--- src/include/vrc_pkg.sv ---
package vrc_pkg;
  // ****************************************
  // Register map
  // ****************************************
  localparam logic [11:0] VRC_REF_CTRL_OFS = 12'h90C;
  localparam logic [7:0] VRC_REF_CTRL_RST = 8'h00;
  localparam int VRC_BIT_REF_EN = 7;
  localparam int VRC_BIT_REF_RDY = 6;
  localparam int VRC_BIT_TS_EN = 5;
  localparam int VRC_BIT_TS_RNG = 4;
  localparam int VRC_CMP_GAIN_HI = 3;
  localparam int VRC_CMP_GAIN_LO = 2;
  localparam int VRC_ADC_GAIN_HI = 1;
  localparam int VRC_ADC_GAIN_LO = 0;
  localparam logic [7:0] VRC_WR_MASK = 8'hBF;
  localparam logic VRC_READY_VAL = 1'b1;

  // ****************************************
  // Bus constants
  // ****************************************
  localparam logic [1:0] VRC_RESP_OKAY = 2'h0;
  localparam logic [1:0] VRC_RESP_SLVERR = 2'h2;

  typedef enum logic [1:0] {
    VRC_GAIN_OFF = 2'b00,
    VRC_GAIN_X1 = 2'b01,
    VRC_GAIN_X2 = 2'b10,
    VRC_GAIN_X4 = 2'b11
  } vrc_gain_t;
endpackage

--- src/rtl/vrc_gain_dec.sv ---
`timescale 1ns/1ns
module vrc_gain_dec (
  // Gain code in
  input wire logic [1:0] code,
  // Decoded buffer controls
  output logic buf_on,
  output logic [2:0] gain_sel
);
  import vrc_pkg::*;

  always_comb begin
    buf_on = 1'b1;
    gain_sel = 3'h0;
    unique case (vrc_gain_t'(code))
      VRC_GAIN_OFF: begin
        buf_on = 1'b0;
      end
      VRC_GAIN_X1: begin
        gain_sel = 3'h1;
      end
      VRC_GAIN_X2: begin
        gain_sel = 3'h2;
      end
      VRC_GAIN_X4: begin
        gain_sel = 3'h4;
      end
    endcase
  end
endmodule

--- src/rtl/vrc_ref_ctrl.sv ---
// Our own choice: the AXI4-Lite slave port.
`timescale 1ns/1ns
// Overview of operation
// - The control register sits at byte 0x90C and every bit except the bit 6 ready flag clears to zero on reset.
// - Bit 7 is a writable enable that turns the fixed reference on or off.
// - Bit 6 is a read-only ready flag that always reads as one on this device.
// - Bit 5 is a writable enable for the temperature sensing circuit.
// - Bit 4 selects the temperature range, one high (four drops), zero low (two drops).
// - Bits 3:2 set the comparator-path buffer gain: off, 1x, 2x or 4x.
// - Bits 1:0 set the converter-path buffer gain: off, 1x, 2x or 4x.
module vrc_ref_ctrl (
  // Clock, reset, enable
  input wire logic aclk,
  input wire logic aresetn,
  input wire logic clk_en,
  // AXI4-Lite write address
  input wire logic [11:0] s_axi_awaddr,
  input wire logic s_axi_awvalid,
  output logic s_axi_awready,
  // AXI4-Lite write data
  input wire logic [31:0] s_axi_wdata,
  input wire logic [3:0] s_axi_wstrb,
  input wire logic s_axi_wvalid,
  output logic s_axi_wready,
  // AXI4-Lite write response
  output logic [1:0] s_axi_bresp,
  output logic s_axi_bvalid,
  input wire logic s_axi_bready,
  // AXI4-Lite read address
  input wire logic [11:0] s_axi_araddr,
  input wire logic s_axi_arvalid,
  output logic s_axi_arready,
  // AXI4-Lite read data
  output logic [31:0] s_axi_rdata,
  output logic [1:0] s_axi_rresp,
  output logic s_axi_rvalid,
  input wire logic s_axi_rready,
  // Analog control outputs
  output logic reference_enable,
  output logic temp_sense_enable,
  output logic temp_sense_range,
  output logic [1:0] comparator_ref_gain,
  output logic [1:0] converter_ref_gain,
  output logic cmp_buf_on,
  output logic [2:0] cmp_gain_sel,
  output logic adc_buf_on,
  output logic [2:0] adc_gain_sel
);
  import vrc_pkg::*;

  // ****************************************
  // Write capture state
  // ****************************************
  logic aw_got_r, aw_got_nxt;
  logic w_got_r, w_got_nxt;
  logic [11:0] awaddr_r, awaddr_nxt;
  logic [7:0] wdata_r, wdata_nxt;
  logic wstrb0_r, wstrb0_nxt;
  logic awready_r, awready_nxt;
  logic wready_r, wready_nxt;

  // ****************************************
  // Control register and write response state
  // ****************************************
  logic [7:0] ctrl_r, ctrl_nxt;
  logic bvalid_r, bvalid_nxt;
  logic [1:0] bresp_r, bresp_nxt;

  // ****************************************
  // Read state
  // ****************************************
  logic rvalid_r, rvalid_nxt;
  logic [1:0] rresp_r, rresp_nxt;
  logic [31:0] rdata_r, rdata_nxt;
  logic arready_r, arready_nxt;
  logic [7:0] rd_view;

  // ****************************************
  // Decoded gain state
  // ****************************************
  logic cmp_on_r, cmp_on_nxt;
  logic [2:0] cmp_sel_r, cmp_sel_nxt;
  logic adc_on_r, adc_on_nxt;
  logic [2:0] adc_sel_r, adc_sel_nxt;
  logic cmp_on_d, adc_on_d;
  logic [2:0] cmp_sel_d, adc_sel_d;

  // ****************************************
  // Gain decoders
  // ****************************************
  // comparator gain decode
  vrc_gain_dec u_cmp_dec (
    .code(ctrl_nxt[VRC_CMP_GAIN_HI:VRC_CMP_GAIN_LO]),
    .buf_on(cmp_on_d),
    .gain_sel(cmp_sel_d)
  );
  vrc_gain_dec u_adc_dec (
    .code(ctrl_nxt[VRC_ADC_GAIN_HI:VRC_ADC_GAIN_LO]),
    .buf_on(adc_on_d),
    .gain_sel(adc_sel_d)
  );

  // ****************************************
  // Write capture next state
  // ****************************************
  always_comb begin
    aw_got_nxt = aw_got_r;
    w_got_nxt = w_got_r;
    awaddr_nxt = awaddr_r;
    wdata_nxt = wdata_r;
    wstrb0_nxt = wstrb0_r;
    // Address and data taken in either order
    if (s_axi_awvalid && awready_r) begin
      aw_got_nxt = 1'b1;
      awaddr_nxt = s_axi_awaddr;
    end
    if (s_axi_wvalid && wready_r) begin
      w_got_nxt = 1'b1;
      wdata_nxt = s_axi_wdata[7:0];
      wstrb0_nxt = s_axi_wstrb[0];
    end
    // Both halves held, hand over to response
    if (aw_got_r && w_got_r) begin
      aw_got_nxt = 1'b0;
      w_got_nxt = 1'b0;
    end
    awready_nxt = !aw_got_nxt && !bvalid_nxt;
    wready_nxt = !w_got_nxt && !bvalid_nxt;
  end

  // ****************************************
  // Control register and write response next state
  // ****************************************
  always_comb begin
    ctrl_nxt = ctrl_r;
    bvalid_nxt = bvalid_r;
    bresp_nxt = bresp_r;
    if (aw_got_r && w_got_r) begin
      bvalid_nxt = 1'b1;
      if (awaddr_r[11:2] == VRC_REF_CTRL_OFS[11:2]) begin
        bresp_nxt = VRC_RESP_OKAY;
        if (wstrb0_r) begin
          ctrl_nxt = (wdata_r & VRC_WR_MASK) | (ctrl_r & ~VRC_WR_MASK);
        end
      end else begin
        bresp_nxt = VRC_RESP_SLVERR;
      end
    end
    if (bvalid_r && s_axi_bready) begin
      bvalid_nxt = 1'b0;
    end
  end

  // ****************************************
  // Read next state
  // ****************************************
  always_comb begin
    rvalid_nxt = rvalid_r;
    rresp_nxt = rresp_r;
    rdata_nxt = rdata_r;
    rd_view = ctrl_r;
    rd_view[VRC_BIT_REF_RDY] = VRC_READY_VAL;
    if (s_axi_arvalid && arready_r) begin
      rvalid_nxt = 1'b1;
      if (s_axi_araddr[11:2] == VRC_REF_CTRL_OFS[11:2]) begin
        rresp_nxt = VRC_RESP_OKAY;
        rdata_nxt = {24'h000000, rd_view};
      end else begin
        rresp_nxt = VRC_RESP_SLVERR;
        rdata_nxt = 32'h00000000;
      end
    end else if (rvalid_r && s_axi_rready) begin
      rvalid_nxt = 1'b0;
    end
    arready_nxt = !rvalid_nxt;
  end

  // ****************************************
  // Decoded gain next state
  // ****************************************
  always_comb begin
    cmp_on_nxt = cmp_on_d;
    cmp_sel_nxt = cmp_sel_d;
    adc_on_nxt = adc_on_d;
    adc_sel_nxt = adc_sel_d;
  end

  // ****************************************
  // Write capture registers
  // ****************************************
  always_ff @(posedge aclk) begin
    if (!aresetn) begin
      aw_got_r <= 1'b0;
      w_got_r <= 1'b0;
      awaddr_r <= 12'h000;
      wdata_r <= 8'h00;
      wstrb0_r <= 1'b0;
      awready_r <= 1'b1;
      wready_r <= 1'b1;
    end else if (clk_en) begin
      aw_got_r <= aw_got_nxt;
      w_got_r <= w_got_nxt;
      awaddr_r <= awaddr_nxt;
      wdata_r <= wdata_nxt;
      wstrb0_r <= wstrb0_nxt;
      awready_r <= awready_nxt;
      wready_r <= wready_nxt;
    end
  end

  // ****************************************
  // Control register and write response registers
  // ****************************************
  always_ff @(posedge aclk) begin
    if (!aresetn) begin
      ctrl_r <= VRC_REF_CTRL_RST;
      bvalid_r <= 1'b0;
      bresp_r <= VRC_RESP_OKAY;
    end else if (clk_en) begin
      ctrl_r <= ctrl_nxt;
      bvalid_r <= bvalid_nxt;
      bresp_r <= bresp_nxt;
    end
  end

  // ****************************************
  // Read registers
  // ****************************************
  always_ff @(posedge aclk) begin
    if (!aresetn) begin
      rvalid_r <= 1'b0;
      rresp_r <= VRC_RESP_OKAY;
      rdata_r <= 32'h00000000;
      arready_r <= 1'b1;
    end else if (clk_en) begin
      rvalid_r <= rvalid_nxt;
      rresp_r <= rresp_nxt;
      rdata_r <= rdata_nxt;
      arready_r <= arready_nxt;
    end
  end

  // ****************************************
  // Decoded gain registers
  // ****************************************
  always_ff @(posedge aclk) begin
    if (!aresetn) begin
      cmp_on_r <= 1'b0;
      cmp_sel_r <= 3'h0;
      adc_on_r <= 1'b0;
      adc_sel_r <= 3'h0;
    end else if (clk_en) begin
      cmp_on_r <= cmp_on_nxt;
      cmp_sel_r <= cmp_sel_nxt;
      adc_on_r <= adc_on_nxt;
      adc_sel_r <= adc_sel_nxt;
    end
  end

  // ****************************************
  // Outputs
  // ****************************************
  assign s_axi_awready = awready_r;
  assign s_axi_wready = wready_r;
  assign s_axi_bvalid = bvalid_r;
  assign s_axi_bresp = bresp_r;
  assign s_axi_arready = arready_r;
  assign s_axi_rvalid = rvalid_r;
  assign s_axi_rresp = rresp_r;
  assign s_axi_rdata = rdata_r;
  assign reference_enable = ctrl_r[VRC_BIT_REF_EN];
  assign temp_sense_enable = ctrl_r[VRC_BIT_TS_EN];
  assign temp_sense_range = ctrl_r[VRC_BIT_TS_RNG];
  assign comparator_ref_gain = ctrl_r[VRC_CMP_GAIN_HI:VRC_CMP_GAIN_LO];
  assign converter_ref_gain = ctrl_r[VRC_ADC_GAIN_HI:VRC_ADC_GAIN_LO];
  assign cmp_buf_on = cmp_on_r;
  assign cmp_gain_sel = cmp_sel_r;
  assign adc_buf_on = adc_on_r;
  assign adc_gain_sel = adc_sel_r;
endmodule

--- config.mk ---
export PLATFORM = sky130hd
export DESIGN_NAME = vrc_ref_ctrl
export DESIGN_NICKNAME = d
export VERILOG_FILES = /design/src/include/vrc_pkg.sv /design/src/rtl/vrc_gain_dec.sv /design/src/rtl/vrc_ref_ctrl.sv
export SDC_FILE = /design/constraint.sdc
export NUM_CORES = 1
export LEC_CHECK = 0
export BUFFER_PORTS_ARGS = -buffer_cell sky130_fd_sc_hd__buf_4
export CORE_MARGIN = 5
export CORE_UTILIZATION = 45
export CTS_CLUSTER_DIAMETER = 100
export DETAILED_ROUTE_END_ITERATION = 10
export MAX_ROUTING_LAYER = met4
export PLACE_DENSITY_LB_ADDON = 0.08
export SYNTH_ARGS = -nofsm -noshare
export SYNTH_HDL_FRONTEND = slang
export SYNTH_SLANG_ARGS = --single-unit
--- constraint.sdc ---
create_clock -name aclk -period 1.5 [get_ports aclk]
set_input_delay 0.15 -clock aclk [delete_from_list [all_inputs] [get_ports aclk]]
set_output_delay 0.15 -clock aclk [all_outputs]
set_load 0.005 [all_outputs]
Yosys cells after proc, flatten, opt, wreduce, memory -nomap -nowiden
Index checks and enable logic that the tools add are counted.
{"block": "op_classes", "n_bitwise": 1, "n_reduce_logical": 19, "eq_ne": 8, "n_mux": 18}
{"operator": "equality test 10 bit, second input constant", "n": 2}
{"operator": "case mux 3 bit (3 select lines)", "n": 2}
{"operator": "2-to-1 mux 4 bit", "n": 3}
{"operator": "2-to-1 mux 1 bit", "n": 10}
{"operator": "equality test 2 bit, second input constant", "n": 4}
{"operator": "logical AND 1 bit", "n": 8}
{"operator": "2-to-1 mux 8 bit", "n": 1}
{"operator": "bitwise OR 8 x 7 -> 8 bit", "n": 1}
{"operator": "AND reduction 2 bit", "n": 4}
{"operator": "equality test 2 x 1 -> 1 bit, second input constant", "n": 2}
{"operator": "logical NOT 1 bit", "n": 4}
{"operator": "logical NOT 2 bit", "n": 2}
{"operator": "2-to-1 mux 2 bit", "n": 2}
{"operator": "AND reduction 4 bit", "n": 1}
{"block": "word_totals", "inputBits": 68, "register_bits": 80, "word_cells": 65, "output_inout_bits": 56}

Longest topological paths before layout
{"block": "depth", "word_depth": 6, "ltp_mapped": 6, "depth_no_buf": 4}

Hierarchy
Synthesis repeated with hierarchy kept, for this count alone.
{"block": "hier_totals", "hier_cells": 256, "hier_area_um2": 2283.4}
{"mod": "vrc_ref_ctrl", "seq_area_each_um2": 1001.0, "instances": 1, "cells_each": 248, "area_each_um2": 2225.9}
{"mod": "vrc_gain_dec", "seq_area_each_um2": 0.0, "instances": 2, "cells_each": 4, "area_each_um2": 28.8}

Worst setup path before layout
OpenSTA, ideal clock, no wires.
{"block": "synth_timing", "kind": "reg2reg", "start": "register awaddr_r[4]", "end": "register adc_sel_r[2], in the netlist adc_gain_sel[2]", "synth_period_minus_slack_ps": 1412, "stages_incl_launch_ff": 5, "setup_time_ps": 116, "required_ps": 1384, "path_slack_ps": 88, "t_arrival_ps": 1296, "path_buffers": 0, "path_cell_list": "dfxtp_1 > nor4_4 > nand4_2 > a311o_1 > and3_1"}
{"block": "synth_via", "elab_chain_cells": 5, "elab_cells_between_ends": 7, "classes_between": "4 x eq/ne; 3 x mux"}
{"item": "start: declaration", "line_no": "vrc_ref_ctrl.sv:56", "rtl": "logic [11:0] awaddr_r, awaddr_nxt;"}
{"item": "start signal: assignment", "line_no": "vrc_ref_ctrl.sv:203", "rtl": "awaddr_r <= awaddr_nxt;"}
{"item": "equality test 10 bit *", "line_no": "vrc_ref_ctrl.sv:140", "rtl": "if (awaddr_r[11:2] == VRC_REF_CTRL_OFS[11:2]) begin"}
{"item": "2-to-1 mux 4 bit *", "line_no": "vrc_ref_ctrl.sv:140"}
{"item": "2-to-1 mux 4 bit *", "line_no": "vrc_ref_ctrl.sv:138", "rtl": "if (aw_got_r && w_got_r) begin"}
{"item": "equality test 2 bit or equality test 2 x 1 -> 1 bit (tied branches)", "line_no": "vrc_gain_dec.sv:14", "rtl": "unique case (vrc_gain_t'(code))"}
{"item": "case mux 3 bit (3 select lines) *", "line_no": "vrc_gain_dec.sv:14"}
{"item": "end signal: assignment", "line_no": "vrc_ref_ctrl.sv:256", "rtl": "adc_sel_r <= adc_sel_nxt;"}
{"item": "end: declaration", "line_no": "vrc_ref_ctrl.sv:84", "rtl": "logic [2:0] adc_sel_r, adc_sel_nxt;"}
Every way passes the cells marked *; elsewhere a longest branch is shown, timed or not.
A chain may end at the register's enable or synchronous reset.

Worst setup path in the final report
{"block": "layout_timing", "start": "register awaddr_r[4]", "end": "register adc_on_r, in the netlist adc_buf_on"}
{"block": "layout_via", "elab_chain_cells": 5}
{"item": "equality test 10 bit", "line_no": "vrc_ref_ctrl.sv:140"}
{"item": "2-to-1 mux 4 bit", "line_no": "vrc_ref_ctrl.sv:140"}
{"item": "2-to-1 mux 4 bit", "line_no": "vrc_ref_ctrl.sv:138"}
{"item": "logical NOT 2 bit", "line_no": "vrc_gain_dec.sv:14"}
{"item": "2-to-1 mux 1 bit", "line_no": "vrc_gain_dec.sv:14"}
{"item": "end signal: assignment", "line_no": "vrc_ref_ctrl.sv:255", "rtl": "adc_on_r <= adc_on_nxt;"}
{"item": "end: declaration", "line_no": "vrc_ref_ctrl.sv:83", "rtl": "logic adc_on_r, adc_on_nxt;"}
No other way between the ends.

==> results.json <==
{
  "violations": "negative setup slack",
  "ys_async_sr_fraction_pct": 0,
  "first_pass_iters": 4,
  "htreeDepth": 2,
  "die-height_um": 82.11,
  "syn_area_um2": 2340,
  "power_density_nw_per_um2": 866.7,
  "rsz0062_at_grt": "true",
  "gp_congestion": 0.7148,
  "path_delay_family": "simple AND/OR/NAND/NOR gates",
  "cp_slowest_cell": "nor4_4",
  "antenna_found_initial": 0,
  "timing.critical_path.from": "awaddr_r[4]",
  "synth_area_leaders": "dfxtp_1, nand2_1, buf_4, a21boi_1, nor2b_1",
  "r2r_start": "awaddr_r[4]",
  "cts_sinks": 50,
  "yosysTopAreaCellShare_pct": 42.78,
  "yosysSeqAreaShare_pct": 42.78,
  "min_period_ns": 1.504,
  "grt.total_usage_pct": 15.77,
  "antenna_cells": 0,
  "fmaxAchievable_ghz": 0.6649,
  "slew_headroom_pct": 64.37,
  "grt_max_degree": 57,
  "drive_above_1_share_pct": 30.29,
  "detailroute.via_count": 2039,
  "clk_latency_ns": 0.30,
  "worstSetupPathType": "reg -> reg",
  "worst_slew_pin_slew_ns": 0.5344,
  "area_growth_pct": 30.64,
  "cts_buffers": 5,
  "synthFlopType": "dfxtp_1",
  "status": "finished with violations",
  "end_kind": "flip-flop",
  "fin_ws_ns": -0.003904,
  "synth_area_per_cell_um2": 8.416,
  "multiInputGateArea_um2": 1216,
  "final_core_util_pct": 60.23,
  "drc_errors": 0,
  "die_w_um": 82.11,
  "slowest_delay_ns": 0.35,
  "synth_edf_count": 0,
  "wire_per_inst_um": 12.70,
  "num-nets-final": 417,
  "antenna_left": 0,
  "fin_area_um2": 3057,
  "die_area_um2": 6741,
  "clkTransAtPathRegs_ns": 0.09,
  "cts-root-buf": "clkbuf_8",
  "crit_arrival_ns": 1.74,
  "hold_viol": 0,
  "cap_violations": 0,
  "grt_pass1_vias": 1817,
  "ys_types": 39,
  "ir_worst_vdd_mv": 0.6545,
  "path_max_fanout": 5,
  "design.portCount": 124,
  "hold_class": "in -> reg",
  "critPathLaunchType": "flip-flop",
  "cts_tree": "done",
  "ys.warnings.count": 0,
  "drt_wl_total_um": 5333,
  "overflow": 0,
  "min_from": "s_axi_awaddr[4]",
  "synth-seq-cells": 50,
  "setup_tns_ns": -0.006893,
  "num_rows": 26,
  "crit_buf_inv": 1,
  "ctsHoldBuffers": 0,
  "crit_chain": "nor4_4 -> nand4_4 -> buf_6 -> mux2_4 -> nor2_1",
  "fillers": 487,
  "setup_viol_count_final": 2,
  "synth_area_leader_cell": "dfxtp_1",
  "drt_iter0_drc": 75,
  "design.core.area_um2": 5075,
  "dpl.hpwl_um": 3785,
  "port_buffers": 65,
  "grt_first_pass_wirelength_um": 8038,
  "placed_area_um2": 2844,
  "finalClockSkew_ns": 0.007073,
  "yosysMostFrequentCell": "nand2_1",
  "via_per_inst": 4.855,
  "p_leak_nw": 1.326,
  "synth_common_cells": "nand2_1, dfxtp_1, buf_4, a21boi_1, clkbuf_1",
  "initial_utilization_pct": 46.10,
  "required_ns": 1.74,
  "maxSlewViolCount": 0,
  "synthCells": 278,
  "clockBufferDepth": 2,
  "regArea_um2": 1003,
  "post-route-period-util_pct": 100.3
}
## sequential cells by signal, summed over array words and instances, names as in the netlist, 3 cells and up
register / count
awaddr_r: 10
cmp_gain_sel: 3
s_axi_rdata: 8
ctrl_r: 7
adc_gain_sel: 3
wdata_r: 7
## per-layer routing
metal  vias to the layer above  global-route usage [%]  wire length, um
met5                         -                       -                0
met4                         0                   4.485               53
met3                         6                   4.230              395
met2                        59                   26.17             2468
met1                       939                   18.83             2415
li1                       1035                       -                -
## power breakdown
part | switching [mW] | internal, mW
Clock | 0.442 | 0.498
Combinational | 0.150 | 0.157
Sequential | 0.0326 | 1.37
## worst paths after layout
path | cells after the start | end | slack, ns
worst min-delay path | 3 | awaddr_r[4] | 0.08
worst max-delay path | 5 | adc_buf_on | -0.004
worst min register to register | 2 | ctrl_r[7] | 0.45
worst max register to register | 5 | adc_buf_on | -0.004
## worst reg2reg max path, stage by stage (launching register included)
cell,delay (ns)
dfxtp_2,0.34
nor4_4,0.35
nand4_4,0.20
buf_6,0.18
mux2_4,0.29
nor2_1,0.08
## cells in the final DEF, fill, tap and decap left out, drive strengths merged, types with 3 or more instances in the layout
| master | n |
|---|---|
| nand4 | 3 |
| and3 | 7 |
| buf | 80 |
| nor2b | 11 |
| conb | 26 |
| nor3b | 4 |
| inv | 7 |
| a21boi | 20 |
| nor2 | 9 |
| nand3 | 11 |
| nand2 | 59 |
| a22oi | 8 |
| dfxtp | 50 |
| o21ai | 16 |
| clkbuf | 6 |
## final cells by class
cell class / count / share of cell area, %
multi-input combinational: 205 / 39.79
clock inverter: 2 / 1.228
inverter: 7 / 0.8596
timing repair buffer: 80 / 20.06
sequential: 50 / 32.83
tap: 70 / 2.865
clock buffer: 6 / 2.374
## timing repair
action / 4_1_cts / 5_1_grt
gates cloned: 0 / 1
buffers inserted: 2 / 0
gates resized for setup: 6 / 13
endpoints found under the setup margin: 6 / 15
pin swaps: 7 / 4
## cell families (layout without fill, tap and decap cells)
logic type | after synthesis | after routing | share of synthesized area [%]
compound gates | 60 | 60 | 17.75
buf+inv | 48 | 95 | 12.03
flops | 50 | 50 | 42.78
mux | 3 | 3 | 1.390
other cells | 1 | 26 | 0.1603
simple gates | 116 | 116 | 25.88
## metrics by stage
step	setup WS (ns)	hold WS [ns]	instances	total power, mW
final	-0.003904	0.08021	420	2.649
after floorplan	0.08821	0.2848	303	1.636
after CTS	-0.006157	0.07748	419	2.670
after detailed placement	-0.1257	0.4063	409	1.730
after global routing	-0.07717	0.07219	420	2.763
after global placement	-0.08256	0.3964	409	1.723
No activity file was read; power rests on OpenSTA's default activity.
